==> src/pkg/scdp_pkg.sv <==
/*
  scdp_pkg: constants shared by the system clock divider and its prescaler.
  assumes a single 100 MHz clock; no software bus reaches this block.
*/
package scdp_pkg;
  // ************************************************************
  // divide select field
  // ************************************************************
  localparam int SCDP_SEL_W = 2;
  localparam logic [1:0] SCDP_SEL_RESET = 2'h0;
  localparam int SCDP_REG_W = 8;
  localparam logic [5:0] SCDP_REG_RESERVED = 6'h3f;
  localparam int SCDP_SEL_LSB = 0;
  localparam int SCDP_RSV_LSB = 2;
  // ************************************************************
  // divider and prescaler sizes
  // ************************************************************
  localparam int SCDP_DIV_CNT_W = 4;
  localparam int SCDP_PRESC_STAGES = 12;
  // ************************************************************
  // timing
  // ************************************************************
  localparam int SCDP_CLK_MHZ = 100;
  localparam int SCDP_SETTLE_US = 500;
  localparam int SCDP_SETTLE_CYCLES = SCDP_SETTLE_US * SCDP_CLK_MHZ;
  localparam int SCDP_SETTLE_CNT_W = 32;
endpackage

==> src/hdl/scdp_clock_divider.sv <==
/*
  scdp_clock_divider: clock pulse generator core. clk is twice the
  oscillator rate; a toggle stage forms the duty-adjusted oscillator
  clock, a counter divides it by the selected ratio into the system
  clock, and a prescaler makes the submultiples as tick pulses.
  assumes mode and standby pins are asynchronous and the stop bit and
  divide writes come from logic on clk.
*/
// Function
// - divide oscillator clock by software ratio
// - prescaler ticks system clock /2 to /4096
// - ratio changes while running, pin follows
// - pin drive depends on mode, stop bit
// - select 00,01,10,11 gives 1,2,4,8
// - reset/hw standby reinit, upper bits one
// - duty correction at 5 MHz and above
`timescale 1ns/1ps
module scdp_clock_divider
  import scdp_pkg::*;
#(
  parameter int SETTLE_CYCLES = SCDP_SETTLE_CYCLES,
  parameter int PRESC_STAGES = SCDP_PRESC_STAGES
)
(
  input wire logic clk,
  input wire logic rst,
  input wire logic hw_standby_pin,
  input wire logic single_chip_mode_pin,
  input wire logic osc_freq_high_pin,
  input wire logic sw_standby,
  input wire logic clock_pin_output_stop,
  input wire logic divide_select_wr,
  input wire logic [SCDP_SEL_W-1:0] divide_select_wdata,
  output logic [SCDP_REG_W-1:0] clock_divide_select_register,
  output logic [SCDP_SEL_W-1:0] active_divide_select,
  output logic sys_clk,
  output logic sys_tick,
  output logic [PRESC_STAGES-1:0] presc_tick,
  output logic duty_adjust_active,
  output logic clock_pin_out,
  output logic clock_pin_oe,
  output logic clock_settled
);
  // ************************************************************
  // pin synchronisers
  // ************************************************************
  logic [2:0] sync_a;
  logic [2:0] sync_b;
  logic hw_standby;
  logic single_chip_mode;
  logic osc_freq_high;

  always_ff @(posedge clk)
  begin
    if (rst)
    begin
      sync_a <= 3'h0;
      sync_b <= 3'h0;
    end
    else
    begin
      sync_a <= {osc_freq_high_pin, single_chip_mode_pin, hw_standby_pin};
      sync_b <= sync_a;
    end
  end

  assign hw_standby = sync_b[0];
  assign single_chip_mode = sync_b[1];
  assign osc_freq_high = sync_b[2];

  // ************************************************************
  // divide select register and divider
  // ************************************************************
  logic [SCDP_SEL_W-1:0] divide_select;
  logic [SCDP_SEL_W-1:0] next_divide_select;
  logic [SCDP_SEL_W-1:0] next_active;
  logic [SCDP_DIV_CNT_W-1:0] div_cnt;
  logic [SCDP_DIV_CNT_W-1:0] next_div_cnt;
  logic next_sys_clk;
  logic next_sys_tick;
  logic next_duty;
  logic boundary;
  logic [SCDP_DIV_CNT_W-1:0] period_mask;

  always_comb
  begin
    next_divide_select = divide_select;
    if (hw_standby)
    begin
      next_divide_select = SCDP_SEL_RESET;
    end
    else if (divide_select_wr)
    begin
      // software standby leaves the field untouched
      next_divide_select = divide_select_wdata;
    end
  end

  // the low bit of div_cnt is the duty-adjusted oscillator clock;
  // bit n, for n up to the active select, is that clock divided by 2**n
  always_comb
  begin
    period_mask = SCDP_DIV_CNT_W'((2 << active_divide_select) - 1);
    boundary = (div_cnt & period_mask) == period_mask;
    next_active = active_divide_select;
    next_div_cnt = div_cnt + 1'b1;
    next_sys_tick = 1'b0;
    if (hw_standby || sw_standby)
    begin
      next_div_cnt = '0;
      if (hw_standby)
      begin
        next_active = SCDP_SEL_RESET;
      end
    end
    else if (boundary)
    begin
      // restart the count so the new ratio begins with a full low phase
      next_active = divide_select;
      next_div_cnt = '0;
      next_sys_tick = 1'b1;
    end
    next_sys_clk = next_div_cnt[next_active];
    // a toggle stage always yields 50 percent duty
    next_duty = osc_freq_high;
  end

  always_ff @(posedge clk)
  begin
    if (rst)
    begin
      divide_select <= SCDP_SEL_RESET;
      active_divide_select <= SCDP_SEL_RESET;
      div_cnt <= '0;
      sys_clk <= 1'b0;
      sys_tick <= 1'b0;
      duty_adjust_active <= 1'b0;
    end
    else
    begin
      divide_select <= next_divide_select;
      active_divide_select <= next_active;
      div_cnt <= next_div_cnt;
      sys_clk <= next_sys_clk;
      sys_tick <= next_sys_tick;
      duty_adjust_active <= next_duty;
    end
  end

  assign clock_divide_select_register = {SCDP_REG_RESERVED, divide_select};

  // ************************************************************
  // prescaler
  // ************************************************************
  scdp_prescaler #(
    .STAGES(PRESC_STAGES)
  ) u_prescaler (
    .clk(clk),
    .rst(rst),
    .hold(hw_standby),
    .sys_tick(sys_tick),
    .presc_tick(presc_tick)
  );

  // ************************************************************
  // clock output pin
  // ************************************************************
  logic next_pin_out;
  logic next_pin_oe;

  always_comb
  begin
    next_pin_out = next_sys_clk;
    next_pin_oe = 1'b1;
    if (hw_standby)
    begin
      next_pin_oe = 1'b0;
    end
    else if (clock_pin_output_stop)
    begin
      // single-chip mode frees the pin; expanded modes park it high
      next_pin_out = 1'b1;
      next_pin_oe = !single_chip_mode;
    end
    else if (sw_standby)
    begin
      next_pin_out = 1'b1;
    end
  end

  always_ff @(posedge clk)
  begin
    if (rst)
    begin
      clock_pin_out <= 1'b0;
      clock_pin_oe <= 1'b0;
    end
    else
    begin
      clock_pin_out <= next_pin_out;
      clock_pin_oe <= next_pin_oe;
    end
  end

  // ************************************************************
  // settling indicator
  // ************************************************************
  // informs only; holding reset through settling is the board's job
  logic [SCDP_SETTLE_CNT_W-1:0] settle_cnt;
  logic [SCDP_SETTLE_CNT_W-1:0] next_settle_cnt;
  logic next_settled;

  always_comb
  begin
    next_settle_cnt = settle_cnt;
    next_settled = clock_settled;
    if (settle_cnt >= SCDP_SETTLE_CNT_W'(SETTLE_CYCLES - 1))
    begin
      next_settled = 1'b1;
    end
    else
    begin
      next_settle_cnt = settle_cnt + 1'b1;
    end
  end

  always_ff @(posedge clk)
  begin
    if (rst)
    begin
      settle_cnt <= '0;
      clock_settled <= 1'b0;
    end
    else
    begin
      settle_cnt <= next_settle_cnt;
      clock_settled <= next_settled;
    end
  end
endmodule // scdp_clock_divider

==> src/hdl/scdp_prescaler.sv <==
/*
  scdp_prescaler: binary prescaler fed by system clock ticks.
  assumes sys_tick is a one-cycle pulse on the same clock, once per
  system clock period.
*/
`timescale 1ns/1ps
module scdp_prescaler
  import scdp_pkg::*;
#(
  parameter int STAGES = SCDP_PRESC_STAGES
)
(
  input wire logic clk,
  input wire logic rst,
  input wire logic hold,
  input wire logic sys_tick,
  output logic [STAGES-1:0] presc_tick
);
  logic [STAGES-1:0] cnt;
  logic [STAGES-1:0] next_cnt;
  logic [STAGES-1:0] next_tick;
  logic carry;

  always_comb
  begin
    next_cnt = cnt;
    next_tick = '0;
    carry = 1'b1;
    if (hold)
    begin
      next_cnt = '0;
    end
    else if (sys_tick)
    begin
      next_cnt = cnt + 1'b1;
      for (int i = 0; i < STAGES; i++)
      begin
        // stage i fires every 2**(i+1) system periods
        carry = carry & cnt[i];
        next_tick[i] = carry;
      end
    end
  end

  always_ff @(posedge clk)
  begin
    if (rst)
    begin
      cnt <= '0;
      presc_tick <= '0;
    end
    else
    begin
      cnt <= next_cnt;
      presc_tick <= next_tick;
    end
  end
endmodule // scdp_prescaler

==> config.mk <==
export PLATFORM = sky130hd
export DESIGN_NAME = scdp_clock_divider
export DESIGN_NICKNAME = d
export VERILOG_FILES = /design/src/pkg/scdp_pkg.sv /design/src/hdl/scdp_clock_divider.sv /design/src/hdl/scdp_prescaler.sv
export SDC_FILE = /design/constraint.sdc
export NUM_CORES = 1
export LEC_CHECK = 0
export ABC_AREA = 1
export BUFFER_PORTS_ARGS = -buffer_cell sky130_fd_sc_hd__buf_2
export CAP_MARGIN = 0
export CELL_PAD_IN_SITES_DETAIL_PLACEMENT = 0
export CELL_PAD_IN_SITES_GLOBAL_PLACEMENT = 1
export CORE_MARGIN = 1
export CORE_UTILIZATION = 44
export CTS_BUF_LIST = sky130_fd_sc_hd__clkbuf_8
export CTS_CLUSTER_DIAMETER = 60
export DETAILED_ROUTE_END_ITERATION = 12
export GPL_TIMING_DRIVEN = 0
export PLACE_DENSITY_LB_ADDON = 0.1
export SLEW_MARGIN = 20
export SYNTH_ARGS = -nofsm -noshare
export SYNTH_HDL_FRONTEND = slang
export SYNTH_SLANG_ARGS = --single-unit
==> constraint.sdc <==
create_clock -name clk -period 2.2 [get_ports clk]
set_clock_uncertainty 0.15 [all_clocks]
set_input_delay 0.22 -clock clk [delete_from_list [all_inputs] [get_ports clk]]
set_output_delay 0.22 -clock clk [all_outputs]
set_load 0.005 [all_outputs]
# Word-level counts from Yosys, hierarchy flattened
# Cells that the tools add are included.
word_totals:
  inputBits: 10
  reg_bits: 76
  out_inout_bits: 28
  wordCells: 52
op_classes:
  reduce_logical: 5
  shifts: 1
  mux: 12
  bitwise_logic: 13
  n_addsub: 4
  n_lt_le_gt_ge: 2
  n_eq_ne: 1
op_table:
  columns: ["cell", "count"]
  rows:
  - ["$add 32x1->32 const B", 1]
  - ["$ge 32x16->1 const B", 1]
  - ["$add 12x1->12 const B", 1]
  - ["$and 1x1->1", 11]
  - ["$mux 4", 2]
  - ["$mux 1", 6]
  - ["$mux 2", 3]
  - ["$add 4x1->4 const B", 1]
  - ["$and 4x4->4", 1]
  - ["$eq 4x4->1", 1]
  - ["$reduce_or 2->1", 2]
  - ["$shl 2x2->4 const A", 1]
  - ["$sub 4x2->4 const B", 1]
  - ["$lt 2x3->1 const B", 1]
  - ["$reduce_or 3->1", 1]
  - ["$bmux 1 s2", 1]
  - ["$logic_not 1->1", 1]
  - ["$logic_or 1x1->1", 1]
  - ["$not 1->1", 1]

# Longest topological paths before layout
# Gate-level depths: netlist of run 1.
depth:
  ltp_word: 11
  depth_mapped: 13
  depth_no_buf: 13

# By module
# Synthesis of run 1 repeated with hierarchy kept, for this count alone.
unflattened:
  cells_unflattened: 405
  hier_area_um2: 3104.2
by_module_without_submodules:
  columns: ["module", "n_inst", "seq_area_each_um2", "cells_each", "area_each_um2"]
  rows:
  - ["scdp_clock_divider", 1, 1041.0, 287, 2173.3]
  - ["scdp_prescaler", 1, 480.5, 118, 930.9]

# Least setup slack after synthesis of run 1
# No wires, ideal clock.
synth_timing:
  path_kind: "register to register"
  start: "register settle_cnt[0]"
  end: "register settle_cnt[3]"
  t_arrival_ns: 1.412
  required_ns: 1.932
  path_buffers: 1
  setup_slack_ns: 0.520
  stages_incl_launch_ff: 10
  setup_ns: 0.118
  synth_period_minus_slack_ns: 1.680
  cell_sequence: "dfxtp_1 > ha_1 > nand3_2 > nand2_1 > a21o_1 > nand2_1 > nand3_4 > buf_4 > nor3_1 > nor2_1"
synth_via:
  elab_chain_cells: 1
  elab_cells_between_ends: 2
  classes_between: "add/sub (1); order compare (1)"
synth_rtl:
  columns: ["element", "line_no", "text"]
  rows:
  - ["from (decl)", "scdp_clock_divider.sv:209", "logic [SCDP_SETTLE_CNT_W-1:0] settle_cnt;"]
  - ["from (signal assigned)", "scdp_clock_divider.sv:236", "settle_cnt <= next_settle_cnt;"]
  - ["$add 32x1->32 or $ge 32x16->1 (tied branches)", "scdp_clock_divider.sv:223, scdp_clock_divider.sv:217", null]
# Several ways; a longest one is shown, not always the timed one.
# A chain may end at the register's enable or synchronous reset.

==> results of run 1 <==
==> layer usage <==
layer / global-route usage, % / up-vias
met5: 0 / -
met4: 9.55 / 0
met3: 4.14 / 7
met2: 28.4 / 43
met1: 20.8 / 1098
li1: - / 1346
==> worst register-to-register path, cell delays in order (launching register included) <==
cell and delay [ns]:
sky130_fd_sc_hd__dfxtp_1 0.37, sky130_fd_sc_hd__nor2_4 0.16, sky130_fd_sc_hd__clkbuf_1 0.37, sky130_fd_sc_hd__o21ai_0 0.16
sky130_fd_sc_hd__a21oi_1 0.14, sky130_fd_sc_hd__dlygate4sd3_1 0.56
==> area by class of cell <==
cell class / count / area share, %
Timing Repair Buffer: 40 / 6.70
Tap cell: 96 / 3.28
Inverter: 56 / 5.81
Sequential cell: 76 / 41.5
Clock inverter: 6 / 1.30
Multi-Input combinational cell: 259 / 35.4
Clock buffer: 10 / 3.76
Buffer: 13 / 2.25
==> registers in the layout (all words and copies together), names as in the netlist, 2 cells and up <==
| name | cells |
|---|---|
| u_prescaler.cnt | 12 |
| settle_cnt | 32 |
| u_prescaler.presc_tick | 12 |
| sync_a | 3 |
| divide_select | 2 |
| active_divide_select | 2 |
| div_cnt | 4 |
| sync_b | 3 |
==> power by group <==
| group | internal, mW | switching (mW) |
|---|---|---|
| logic | 0.0574 | 0.0729 |
| clock network | 0.448 | 0.550 |
| registers | 1.40 | 0.0166 |
==> cell families (layout without fill, tap and decap cells) <==
group / Yosys count / after routing
and+or+nand+nor: 197 / 197
AOI/OAI and AO/OA: 42 / 42
adders and majority gates: 4 / 4
DFF: 76 / 76
buffers and inverters: 69 / 125
xor gates and xnor gates: 10 / 10
other: 1 / 6
==> metrics by stage <==
| step | utilization (%) | std cells | hold WS, ns | power, mW | worst slack (ns) |
|---|---|---|---|---|---|
| after CTS | 53.9 | 556 | 0.0214 | 2.57 | 0.237 |
| after floorplan | - | 404 | 0.177 | 1.52 | 0.520 |
| after global placement | 49.9 | 531 | 0.238 | 1.56 | 0.289 |
| final | 53.9 | 556 | 0.0233 | 2.54 | 0.209 |
| after global routing | 53.9 | 556 | 0.0366 | 2.64 | 0.0408 |
| after detailed placement | 49.9 | 531 | 0.244 | 1.56 | 0.319 |
==> timing repair <==
action,CTS,global route
setup buffers,0,0
endpoints found under the hold margin,7,0
setup endpoints to repair,0,0
hold buffers,9,0
==> placed cells by master (no fill, tap or decap), drive strengths merged, types with 11 or more instances in the layout <==
master | synthesis | routed
a21oi | 28 | 28
buf | 8 | 39
clkbuf | 5 | 15
dfxtp | 76 | 76
inv | 56 | 57
nand2 | 73 | 73
nand3 | 28 | 28
nor2 | 76 | 76
nor3 | 14 | 14
o21ai | 11 | 11
==> worst max-delay path by stage <==
| stage | end | slack, ns | cells after the start |
|---|---|---|---|
| after CTS | divide_select[1] | 0.24 | 6 |
| final | divide_select[1] | 0.21 | 6 |
| after global placement | settle_cnt[15] | 0.29 | 10 |
| after global routing | divide_select[0] | 0.04 | 5 |
| after floorplan | settle_cnt[3] | 0.52 | 9 |
| after detailed placement | settle_cnt[15] | 0.32 | 10 |
==> results by group, run 1 <==
Synthesis
  • Largest area contributor in the netlist: sky130_fd_sc_hd__dfxtp_1
  • Most instantiated library cell after synthesis: sky130_fd_sc_hd__dfxtp_1
  • Multiplexer area fraction after synthesis: 0%
  • Post-synthesis share of cell area spent on xor and xnor gates: 2.83%
  • Primary flip-flop cell chosen by synthesis mapping: sky130_fd_sc_hd__dfxtp_1
  • Number of distinct library cells after synthesis: 32
  • Basic-gate share of the synthesized area counting and, or, nand and nor cells: approximately 30%
  • Post-synth EDFFs: 0
  • Top cell type's share of synthesized area: 49.2%
  • Number of register bits inferred by synthesis: 76
  • Synthesized instance count: about 400
  • Synthesized-area fraction occupied by ao, oa, aoi and oai cells: 7.12%
  • Main combinational cell family by area after synthesis: simple AND/OR/NAND/NOR gates
  • Synth async-reset ratio: 0%
  • Synth warnings: 0
  • Most frequent cells after synthesis: sky130_fd_sc_hd__dfxtp_1, sky130_fd_sc_hd__nor2_1, sky130_fd_sc_hd__nand2_1
  • Netlist Area Pre-Place: 3090 sq um
  • Synthesized area divided by synthesized cell count: 7.75 sq um
  • Ranking of synthesized cells by area: sky130_fd_sc_hd__dfxtp_1, sky130_fd_sc_hd__nor2_1, sky130_fd_sc_hd__nand2_1, sky130_fd_sc_hd__inv_1, sky130_fd_sc_hd__a21oi_1
  • Post-Synth Adder-Cell Area: 1.62%
  • Sequential share of the synthesized area: 49.2%

Worst setup path
  • Maximum fanout along the worst path: 2
  • CP Buf/Inv Count: 4
  • Maximum cell stage delay along the critical path: 0.55 ns
  • Startpoint kind of the worst setup timing path: primary input
  • Worst r2r dst: divide_select[0]
  • Critical Path, Cell by Cell: dlygate4sd3_1 > buf_2 > nand2_1 > dlygate4sd3_1 > a21oi_1 > dlygate4sd3_1
  • Worst path arrival time: 2.09 ns
  • Cell with the largest stage delay on the worst path: sky130_fd_sc_hd__dlygate4sd3_1
  • Worst Reg-to-Reg Cells: 5
  • First element of the critical path: divide_select_wr
  • Kind of end point of the critical path: register
  • Startpoint of the most critical register-to-register path: sync_b[0]
  • Kind of cell with the highest combined delay on the critical path: buffers and inverters
  • Most numerous cell on the critical path: sky130_fd_sc_hd__dlygate4sd3_1
  • Crit path kind: primary input to register
  • Data required time of the worst path: approximately 2.3 ns
  • FF-to-FF setup slack: between 0.2 and 0.25 ns

Global routing
  • Global-route wire length before repair: 9930 um
  • Initial antenna violation count: 0
  • Number of global-route vias before repair: 2282
  • Total track usage: 17.2%
  • Pin count of the biggest net entering global routing: 15
  • Global-route congestion overflow total: 0

Status
  • Result of the run: finished, final reports clean

Final layout
  • Area growth syn-to-layout: 18.4%
  • Number of filler cells placed in the layout: 665
  • Finished layout cell area: 3660 sq um
  • Net count of the finished layout: 469
  • Area of the multi-input gates: 1290 sq um
  • Sequential cell area: around 1500 sq um
  • ANT cells: 0
  • Share of final-layout standard cells stronger than drive strength 1: 17.8%

Clocking
  • Clock Pin Slew Worst Setup and Hold Paths: approximately 0.090 ns
  • Largest buffer count on any clock path: 2
  • CTS H-tree lvls: 3
  • Worst-skew pair later-pin latency: 0.35 ns
  • Clock root buffer: sky130_fd_sc_hd__clkbuf_8
  • CTS resizes: 0
  • Total CTS buffers: 9
  • TritonCTS clock tree: done
  • Total number of clock tree sinks: 76

Die
  • Vertical die dimension: ~86 um
  • Die X-Extent: approximately 86 um
  • Core Box Area: 6790 sq um
  • Die Outline Area: 7370 sq um
  • Starting density of the core: 45.5%
  • Cell row count: 30
  • IO Count: 38

Detailed routing
  • Antenna Nets Post-Route: 0
  • Total number of vias: ~2500
  • Post-detailed-routing wire length: 5670 um
  • Routed wl met3: 194 um
  • Drt wl/cell: 10.2 um
  • Met1 layer wirelength in the final routing: 2830 um
  • Via density per instance: 4.49
  • Wire length on met2: 2570 um
  • Detailed-router iteration count before antenna repair: 4
  • Number of remaining DRC errors: 0
  • Highest layer used for signal routing: met4
  • First DRT Iteration DRCs: about 110

STA
  • RSZ-0062 raised after global routing: false
  • Maximum achievable frequency: 502 MHz
  • Minimum clock period after layout: 1.99 ns
  • Number of slew-limit violations in the final report: 0
  • Total count of hold-check failures in the final report: 0
  • Tcrit/Tclk final: 90.5%
  • Final setup TNS: 0 ns
  • Total setup violations reported at the end of the flow: 0

Placement
  • Detailed placement HPWL: between 4000 and 5000 um
  • Port bufs: 31
  • Standard cell area after detailed placement: 3390 sq um
  • Final GP Congestion: 0.812

Power and ir drop
  • Power density over the cells: 694 nW/um^2
  • Leak: ~1.5 nW
  • VDD IR max: 0.506 mV

Min path
  • Min-Delay Path Depth: 3
  • Beginning of the worst hold path: sw_standby
  • Type of the worst min-delay path: primary input to register
  • Capture endpoint of the worst hold path: clock_pin_out

Flow run
  • Number of violations of the max-capacitance limit: 0
Note: power is estimated with default switching activity, not from simulation.
==> run 2, diff against run 1 <==
- CORE_MARGIN: 1 -> 1.5
==> run 2 against run 1 <==
Effect of this change:
- critical endpoint unchanged
- via count is 0.80% higher
- register-to-register slack better by 0.02 ns
- largest power group unchanged
- largest cell class unchanged
- setup slack worse by 0.040 ns
- critical path type unchanged
==> results by group, run 2 (synthesis gave the netlist of run 1 again) <==
Die
  • Core Box Area: 6790 sq um (unchanged)
  • Cell row count: 30 (unchanged)
  • IO Count: 38 (unchanged)
  • Vertical die dimension: 86.8 um (+1.2%)
  • Die Outline Area: 7540 sq um (+2.3%)
  • Starting density of the core: 45.5% (unchanged)
  • Die X-Extent: 86.8 um (+1.2%)

Placement
  • Final GP Congestion: 0.811 (about the same)
  • Detailed placement HPWL: 4170 um (+3.6%)
  • Port bufs: 31 (unchanged)
  • Standard cell area after detailed placement: 3390 sq um (unchanged)
  • Post-Place Worst Slack: 0.266 ns (-0.0525 ns)

Clocking
  • Clock root buffer: sky130_fd_sc_hd__clkbuf_8
  • CTS resizes: 0 (unchanged)
  • Count of buffers added by post-CTS timing repair for setup: 0 (unchanged)
  • Largest buffer count on any clock path: 2 (unchanged)
  • TritonCTS clock tree: done
  • Clock Pin Slew Worst Setup and Hold Paths: 0.09 ns (about the same)
  • CTS H-tree lvls: 3 (unchanged)
  • Total number of clock tree sinks: 76 (unchanged)
  • Total CTS buffers: 9 (unchanged)
  • Worst-skew pair later-pin latency: 0.35 ns (about the same)

STA
  • Number of slew-limit violations in the final report: 0 (unchanged)
  • Final setup TNS: 0 ns (unchanged)
  • RSZ-0062 raised after global routing: false
  • Maximum achievable frequency: 492 MHz (-1.9%)
  • Total setup violations reported at the end of the flow: 0 (unchanged)
  • Final worst setup slack: 0.169 ns (-0.0395 ns)
  • Tcrit/Tclk final: 92.3% (+1.8 points)
  • Minimum clock period after layout: 2.03 ns (+0.0395 ns)
  • Total count of hold-check failures in the final report: 0 (unchanged)

Global routing
  • Global-route wire length before repair: 10400 um (+4.2%)
  • Total track usage: 17.4% (+0.18 points)
  • Global-route congestion overflow total: 0 (unchanged)
  • Most congested layer reported by global routing: met2
  • Initial antenna violation count: 0 (unchanged)
  • Met2 track demand over resource in global routing: 28.8% (+0.39 points)
  • Number of global-route vias before repair: 2395 (+5.0%)
  • Met3 Usage GRT: 3.90% (-0.23 points)
  • Pin count of the biggest net entering global routing: 16 (+1)
  • Met1 usage: 21.5% (+0.75 points)

Final layout
  • Leading cell types in the layout, fill and taps excluded: sky130_fd_sc_hd__dfxtp_1, sky130_fd_sc_hd__nor2_1, sky130_fd_sc_hd__nand2_1
  • Number of flip-flops in the largest register: 32 (unchanged)
  • Finished layout cell area: 3660 sq um (-0.10%)
  • Commonest non-fill, non-tap cell in the layout: sky130_fd_sc_hd__dfxtp_1
  • Largest Register: settle_cnt
  • Share of final-layout standard cells stronger than drive strength 1: 17.8% (unchanged)
  • Net count of the finished layout: 469 (unchanged)
  • ANT cells: 0 (unchanged)
  • Largest registers: settle_cnt x32, u_prescaler.cnt x12, u_prescaler.presc_tick x12
  • Area growth syn-to-layout: 18.3%

Detailed routing
  • Antenna Nets Post-Route: 0 (unchanged)
  • Post-detailed-routing wire length: 5900 um (+4.0%)
  • Via density per instance: 4.52 (+0.80%)
  • First DRT Iteration DRCs: 96 (-14%)
  • Number of remaining DRC errors: 0 (unchanged)
  • Drt wl/cell: 10.6 um (+4.0%)
  • Total number of vias: 2514 (+0.80%)
  • Detailed-router iteration count before antenna repair: 4 (unchanged)

Worst setup path
  • Startpoint kind of the worst setup timing path: primary input
  • Data required time of the worst path: 2.29 ns (about the same)
  • Worst path arrival time: 2.12 ns (+0.03 ns)
  • Kind of end point of the critical path: register
  • Maximum fanout along the worst path: 2 (unchanged)
  • FF-to-FF setup slack: 0.26 ns (+0.02 ns)
  • Crit path kind: primary input to register

Power and ir drop
  • VDD IR max: 0.409 mV (-19%)
  • Leak: 1.52 nW (-0.28%)
  • Power density over the cells: 696 nW/um^2 (+0.26%)

Min path
  • Type of the worst min-delay path: primary input to register

Flow run
  • Number of violations of the max-capacitance limit: 0 (unchanged)

Status
  • Result of the run: finished, final reports clean
==> run 2: cell types whose count changed in the layout (fill, tap and decap cells not counted), sizes merged <==
| cell | before | now |
|---|---|---|
| clkinv | 4 | 1 |
| inv | 57 | 60 |
| clkbuf | 15 | 14 |
| clkinvlp | 1 | 2 |
==> run 2: final cells by class <==
cell class                 instances  area (sq um)
fill                             703          3140
sequential                        76          1520
multi-input combinational        259          1290
timing repair buffer              40           245
inverter                          56           213
clock buffer                       9           124
tap                               96           120
buffer                            13          82.6
clock inverter                     7          57.6
==> run 2: critical path: stages <==
cell and delay (ns):
sky130_fd_sc_hd__dlygate4sd3_1 0.54, sky130_fd_sc_hd__buf_2 0.13, sky130_fd_sc_hd__nand2_1 0.06, sky130_fd_sc_hd__dlygate4sd3_1 0.55
sky130_fd_sc_hd__a21oi_1 0.06, sky130_fd_sc_hd__dlygate4sd3_1 0.56
==> run 2: per-stage QoR <==
stage / power, mW / utilization [%] / std cells / hold WS, ns
global placement: 1.56 / 49.9 / 531 / 0.238
finish: 2.55 / 53.8 / 556 / 0.0403
CTS: 2.58 / 53.8 / 556 / 0.0282
floorplan: 1.52 / - / 404 / 0.177
detailed placement: 1.57 / 49.9 / 531 / 0.245
global route: 2.65 / 53.8 / 556 / 0.0620
==> run 2: power by group <==
group | switching, mW | total [mW] | internal (mW)
Clock | 0.573 | 1.00 | 0.427
Sequential | 0.0159 | 1.41 | 1.40
Combinational | 0.0750 | 0.132 | 0.0574
==> run 2: metal layers <==
layer | part of all wire, % | wire (um) | vias up
met5 | 0 | 0 | -
met4 | 1.8 | 108 | 0
met3 | 3.2 | 186 | 9
met2 | 46 | 2710 | 35
met1 | 49 | 2900 | 1128
li1 | - | - | 1342
==> run 2: what timing repair did <==
action / in CTS / in global routing
setup endpoints to repair: 0 / 0
hold endpoints to repair: 6 / 0
hold buffers: 9 / 0
==> run 2: final timing paths <==
path | startpoint | end | depth (start not counted)
hold reg to reg | sync_a[1] | sync_b[1] | 2
hold / removal | sw_standby | div_cnt[0] | 4
setup / recovery | divide_select_wr | divide_select[1] | 6
setup reg to reg | sync_b[0] | divide_select[0] | 5
==> run 3, diff against run 2 <==
- HOLD_SLACK_MARGIN: default -> 0.15
==> run 3 against run 2 <==
Effect of this change:
- critical endpoint unchanged
- critical path type unchanged
- cell area increased by 0.44%
- highest routed layer unchanged
- combinational power hardly changed
- first-iteration DRC count up 1.0%
- register-to-register slack is essentially flat
- core utilization rose by 0.24 points
==> results by group, run 3 (synthesis gave the netlist of run 1 again) <==
STA
  • RSZ-0062 raised after global routing: false
  • Tcrit/Tclk final: 92.3% (about the same)
  • Minimum clock period after layout: 2.03 ns (-0.000614 ns)
  • Number of slew-limit violations in the final report: 0 (unchanged)
  • Total setup violations reported at the end of the flow: 0 (unchanged)
  • Final worst setup slack: 0.170 ns (+0.000614 ns)
  • Final setup TNS: 0 ns (unchanged)
  • Final Hold Slack: 0.252 ns (+0.212 ns)
  • Total count of hold-check failures in the final report: 0 (unchanged)
  • Maximum achievable frequency: 493 MHz (about the same)

Final layout
  • ANT cells: 0 (unchanged)
  • Area growth syn-to-layout: 18.8%
  • Finished layout cell area: 3670 sq um (+0.44%)
  • Largest registers: settle_cnt x32, u_prescaler.cnt x12, u_prescaler.presc_tick x12
  • Number of flip-flops in the largest register: 32 (unchanged)
  • Net count of the finished layout: 470 (+0.21%)
  • Commonest non-fill, non-tap cell in the layout: sky130_fd_sc_hd__dfxtp_1
  • Share of final-layout standard cells stronger than drive strength 1: 17.8% (-0.039 points)
  • Largest Register: settle_cnt
  • Number of filler cells placed in the layout: 700 (-0.43%)
  • Leading cell types in the layout, fill and taps excluded: sky130_fd_sc_hd__dfxtp_1, sky130_fd_sc_hd__nor2_1, sky130_fd_sc_hd__nand2_1

Detailed routing
  • First DRT Iteration DRCs: 97 (+1.0%)
  • Detailed-router iteration count before antenna repair: 4 (unchanged)
  • Total number of vias: 2517 (+0.12%)
  • Number of remaining DRC errors: 0 (unchanged)
  • Drt wl/cell: 10.6 um (-0.21%)
  • Post-detailed-routing wire length: 5890 um (about the same)
  • Via density per instance: 4.52 (about the same)
  • Antenna Nets Post-Route: 0 (unchanged)

Flow run
  • Number of violations of the max-capacitance limit: 0 (unchanged)

Power and ir drop
  • Leak: 1.53 nW (+0.47%)
  • Total power after layout: 2.55 mW (+0.12%)
  • Power density over the cells: 694 nW/um^2 (-0.32%)
  • VDD IR max: 0.410 mV (+0.19%)

Min path
  • Type of the worst min-delay path: register to register
  • Beginning of the worst hold path: sync_a[1]
  • Min-Delay Path Depth: 2 (-2)
  • Capture endpoint of the worst hold path: sync_b[1]

Worst setup path
  • First element of the critical path: divide_select_wr
  • Worst Reg-to-Reg Cells: 9 (+4)
  • Startpoint of the most critical register-to-register path: settle_cnt[0]
  • Startpoint kind of the worst setup timing path: primary input
  • Maximum fanout along the worst path: 2 (unchanged)
  • Most numerous cell on the critical path: sky130_fd_sc_hd__dlygate4sd3_1
  • Kind of end point of the critical path: register
  • Kind of cell with the highest combined delay on the critical path: buffers and inverters
  • Maximum cell stage delay along the critical path: 0.56 ns (about the same)
  • Crit path kind: primary input to register
  • Worst path arrival time: 2.12 ns (about the same)
  • Data required time of the worst path: 2.29 ns (about the same)
  • Cell with the largest stage delay on the worst path: sky130_fd_sc_hd__dlygate4sd3_1
  • CP Buf/Inv Count: 4 (unchanged)
  • Critical Path, Cell by Cell: dlygate4sd3_1 > buf_2 > nand2_1 > dlygate4sd3_1 > a21oi_1 > dlygate4sd3_1
  • FF-to-FF setup slack: 0.27 ns (about the same)
  • Worst r2r dst: settle_cnt[4]

Placement
  • Port bufs: 31 (unchanged)
  • Post-Place Worst Slack: 0.266 ns (unchanged)
  • Detailed placement HPWL: 4170 um (unchanged)
  • Final GP Congestion: 0.811 (unchanged)
  • Standard cell area after detailed placement: 3390 sq um (unchanged)

Die
  • Die X-Extent: 86.8 um (unchanged)
  • Starting density of the core: 45.5% (unchanged)
  • Vertical die dimension: 86.8 um (unchanged)
  • Cell row count: 30 (unchanged)
  • Die Outline Area: 7540 sq um (unchanged)
  • IO Count: 38 (unchanged)
  • Core Box Area: 6790 sq um (unchanged)

Status
  • Result of the run: finished, final reports clean

Global routing
  • Pin count of the biggest net entering global routing: 16 (unchanged)
  • Global-route wire length before repair: 10400 um (+0.19%)
  • Initial antenna violation count: 0 (unchanged)
  • Global-route congestion overflow total: 0 (unchanged)
  • Number of global-route vias before repair: 2404 (+0.38%)
  • Total track usage: 17.4% (+0.020 points)

Clocking
  • CTS H-tree lvls: 3 (unchanged)
  • CTS resizes: 0 (unchanged)
  • Largest buffer count on any clock path: 2 (unchanged)
  • Worst-skew pair later-pin latency: 0.35 ns (about the same)
  • Total number of clock tree sinks: 76 (unchanged)
  • Total CTS buffers: 9 (unchanged)
  • Clock Pin Slew Worst Setup and Hold Paths: 0.09 ns (about the same)
  • Clock root buffer: sky130_fd_sc_hd__clkbuf_8
  • TritonCTS clock tree: done
run 3: cell types whose count changed in the layout (fill, tap and decap cells not counted):
cell and delta:
sky130_fd_sc_hd__dlygate4sd3_1 +2, sky130_fd_sc_hd__clkbuf_1 -1
run 3: worst max path at each step:
stage / endpoint / depth (start not counted) / slack, ns
after floorplan: settle_cnt[3] / 9 / 0.52
after global placement: settle_cnt[15] / 10 / 0.29
after detailed placement: settle_cnt[4] / 9 / 0.27
after CTS: divide_select[0] / 7 / 0.09
after global routing: settle_cnt[4] / 9 / 0.1
final: divide_select[1] / 6 / 0.17
run 3: worst min-delay path, stage by stage, from the launching register on:
cell and delay (ns):
sky130_fd_sc_hd__dfxtp_1 0.31, sky130_fd_sc_hd__inv_1 0.04, sky130_fd_sc_hd__nor2_1 0.03
run 3: per-layer routing:
metal  part of all wire [%]  up-vias  GRT usage (%)
met5                      0        -              0
met4                    1.9        0           8.21
met3                    3.0        9           3.81
met2                     46       36           28.8
met1                     50     1127           21.6
li1                       -     1345              -
run 3: cell type report:
type | count | area, sq um | area share (%)
repair buffers | 42 | 265 | 7.22
clock inverters | 7 | 57.6 | 1.57
flip-flops and latches | 76 | 1520 | 41.4
multi-input cells | 259 | 1290 | 35.2
inverters | 56 | 213 | 5.79
plain buffers | 12 | 78.8 | 2.15
well taps | 96 | 120 | 3.27
clock buffers | 9 | 124 | 3.37
run 3: through the flow:
step / utilization (%) / std cells
global route: 54.1 / 557
global placement: 49.9 / 531
floorplan: - / 404
finish: 54.1 / 557
CTS: 54.1 / 558
detailed placement: 49.9 / 531
run 3: timing repair:
action / CTS / global route
buffers inserted: 0 / 0
hold buffers: 11 / 0
hold endpoints to repair: 15 / 0
endpoints found under the setup margin: 0 / 1
run 3: where the power goes:
part           switching, mW  internal, mW
clock network          0.574         0.427
registers             0.0159          1.40
logic                 0.0752        0.0593
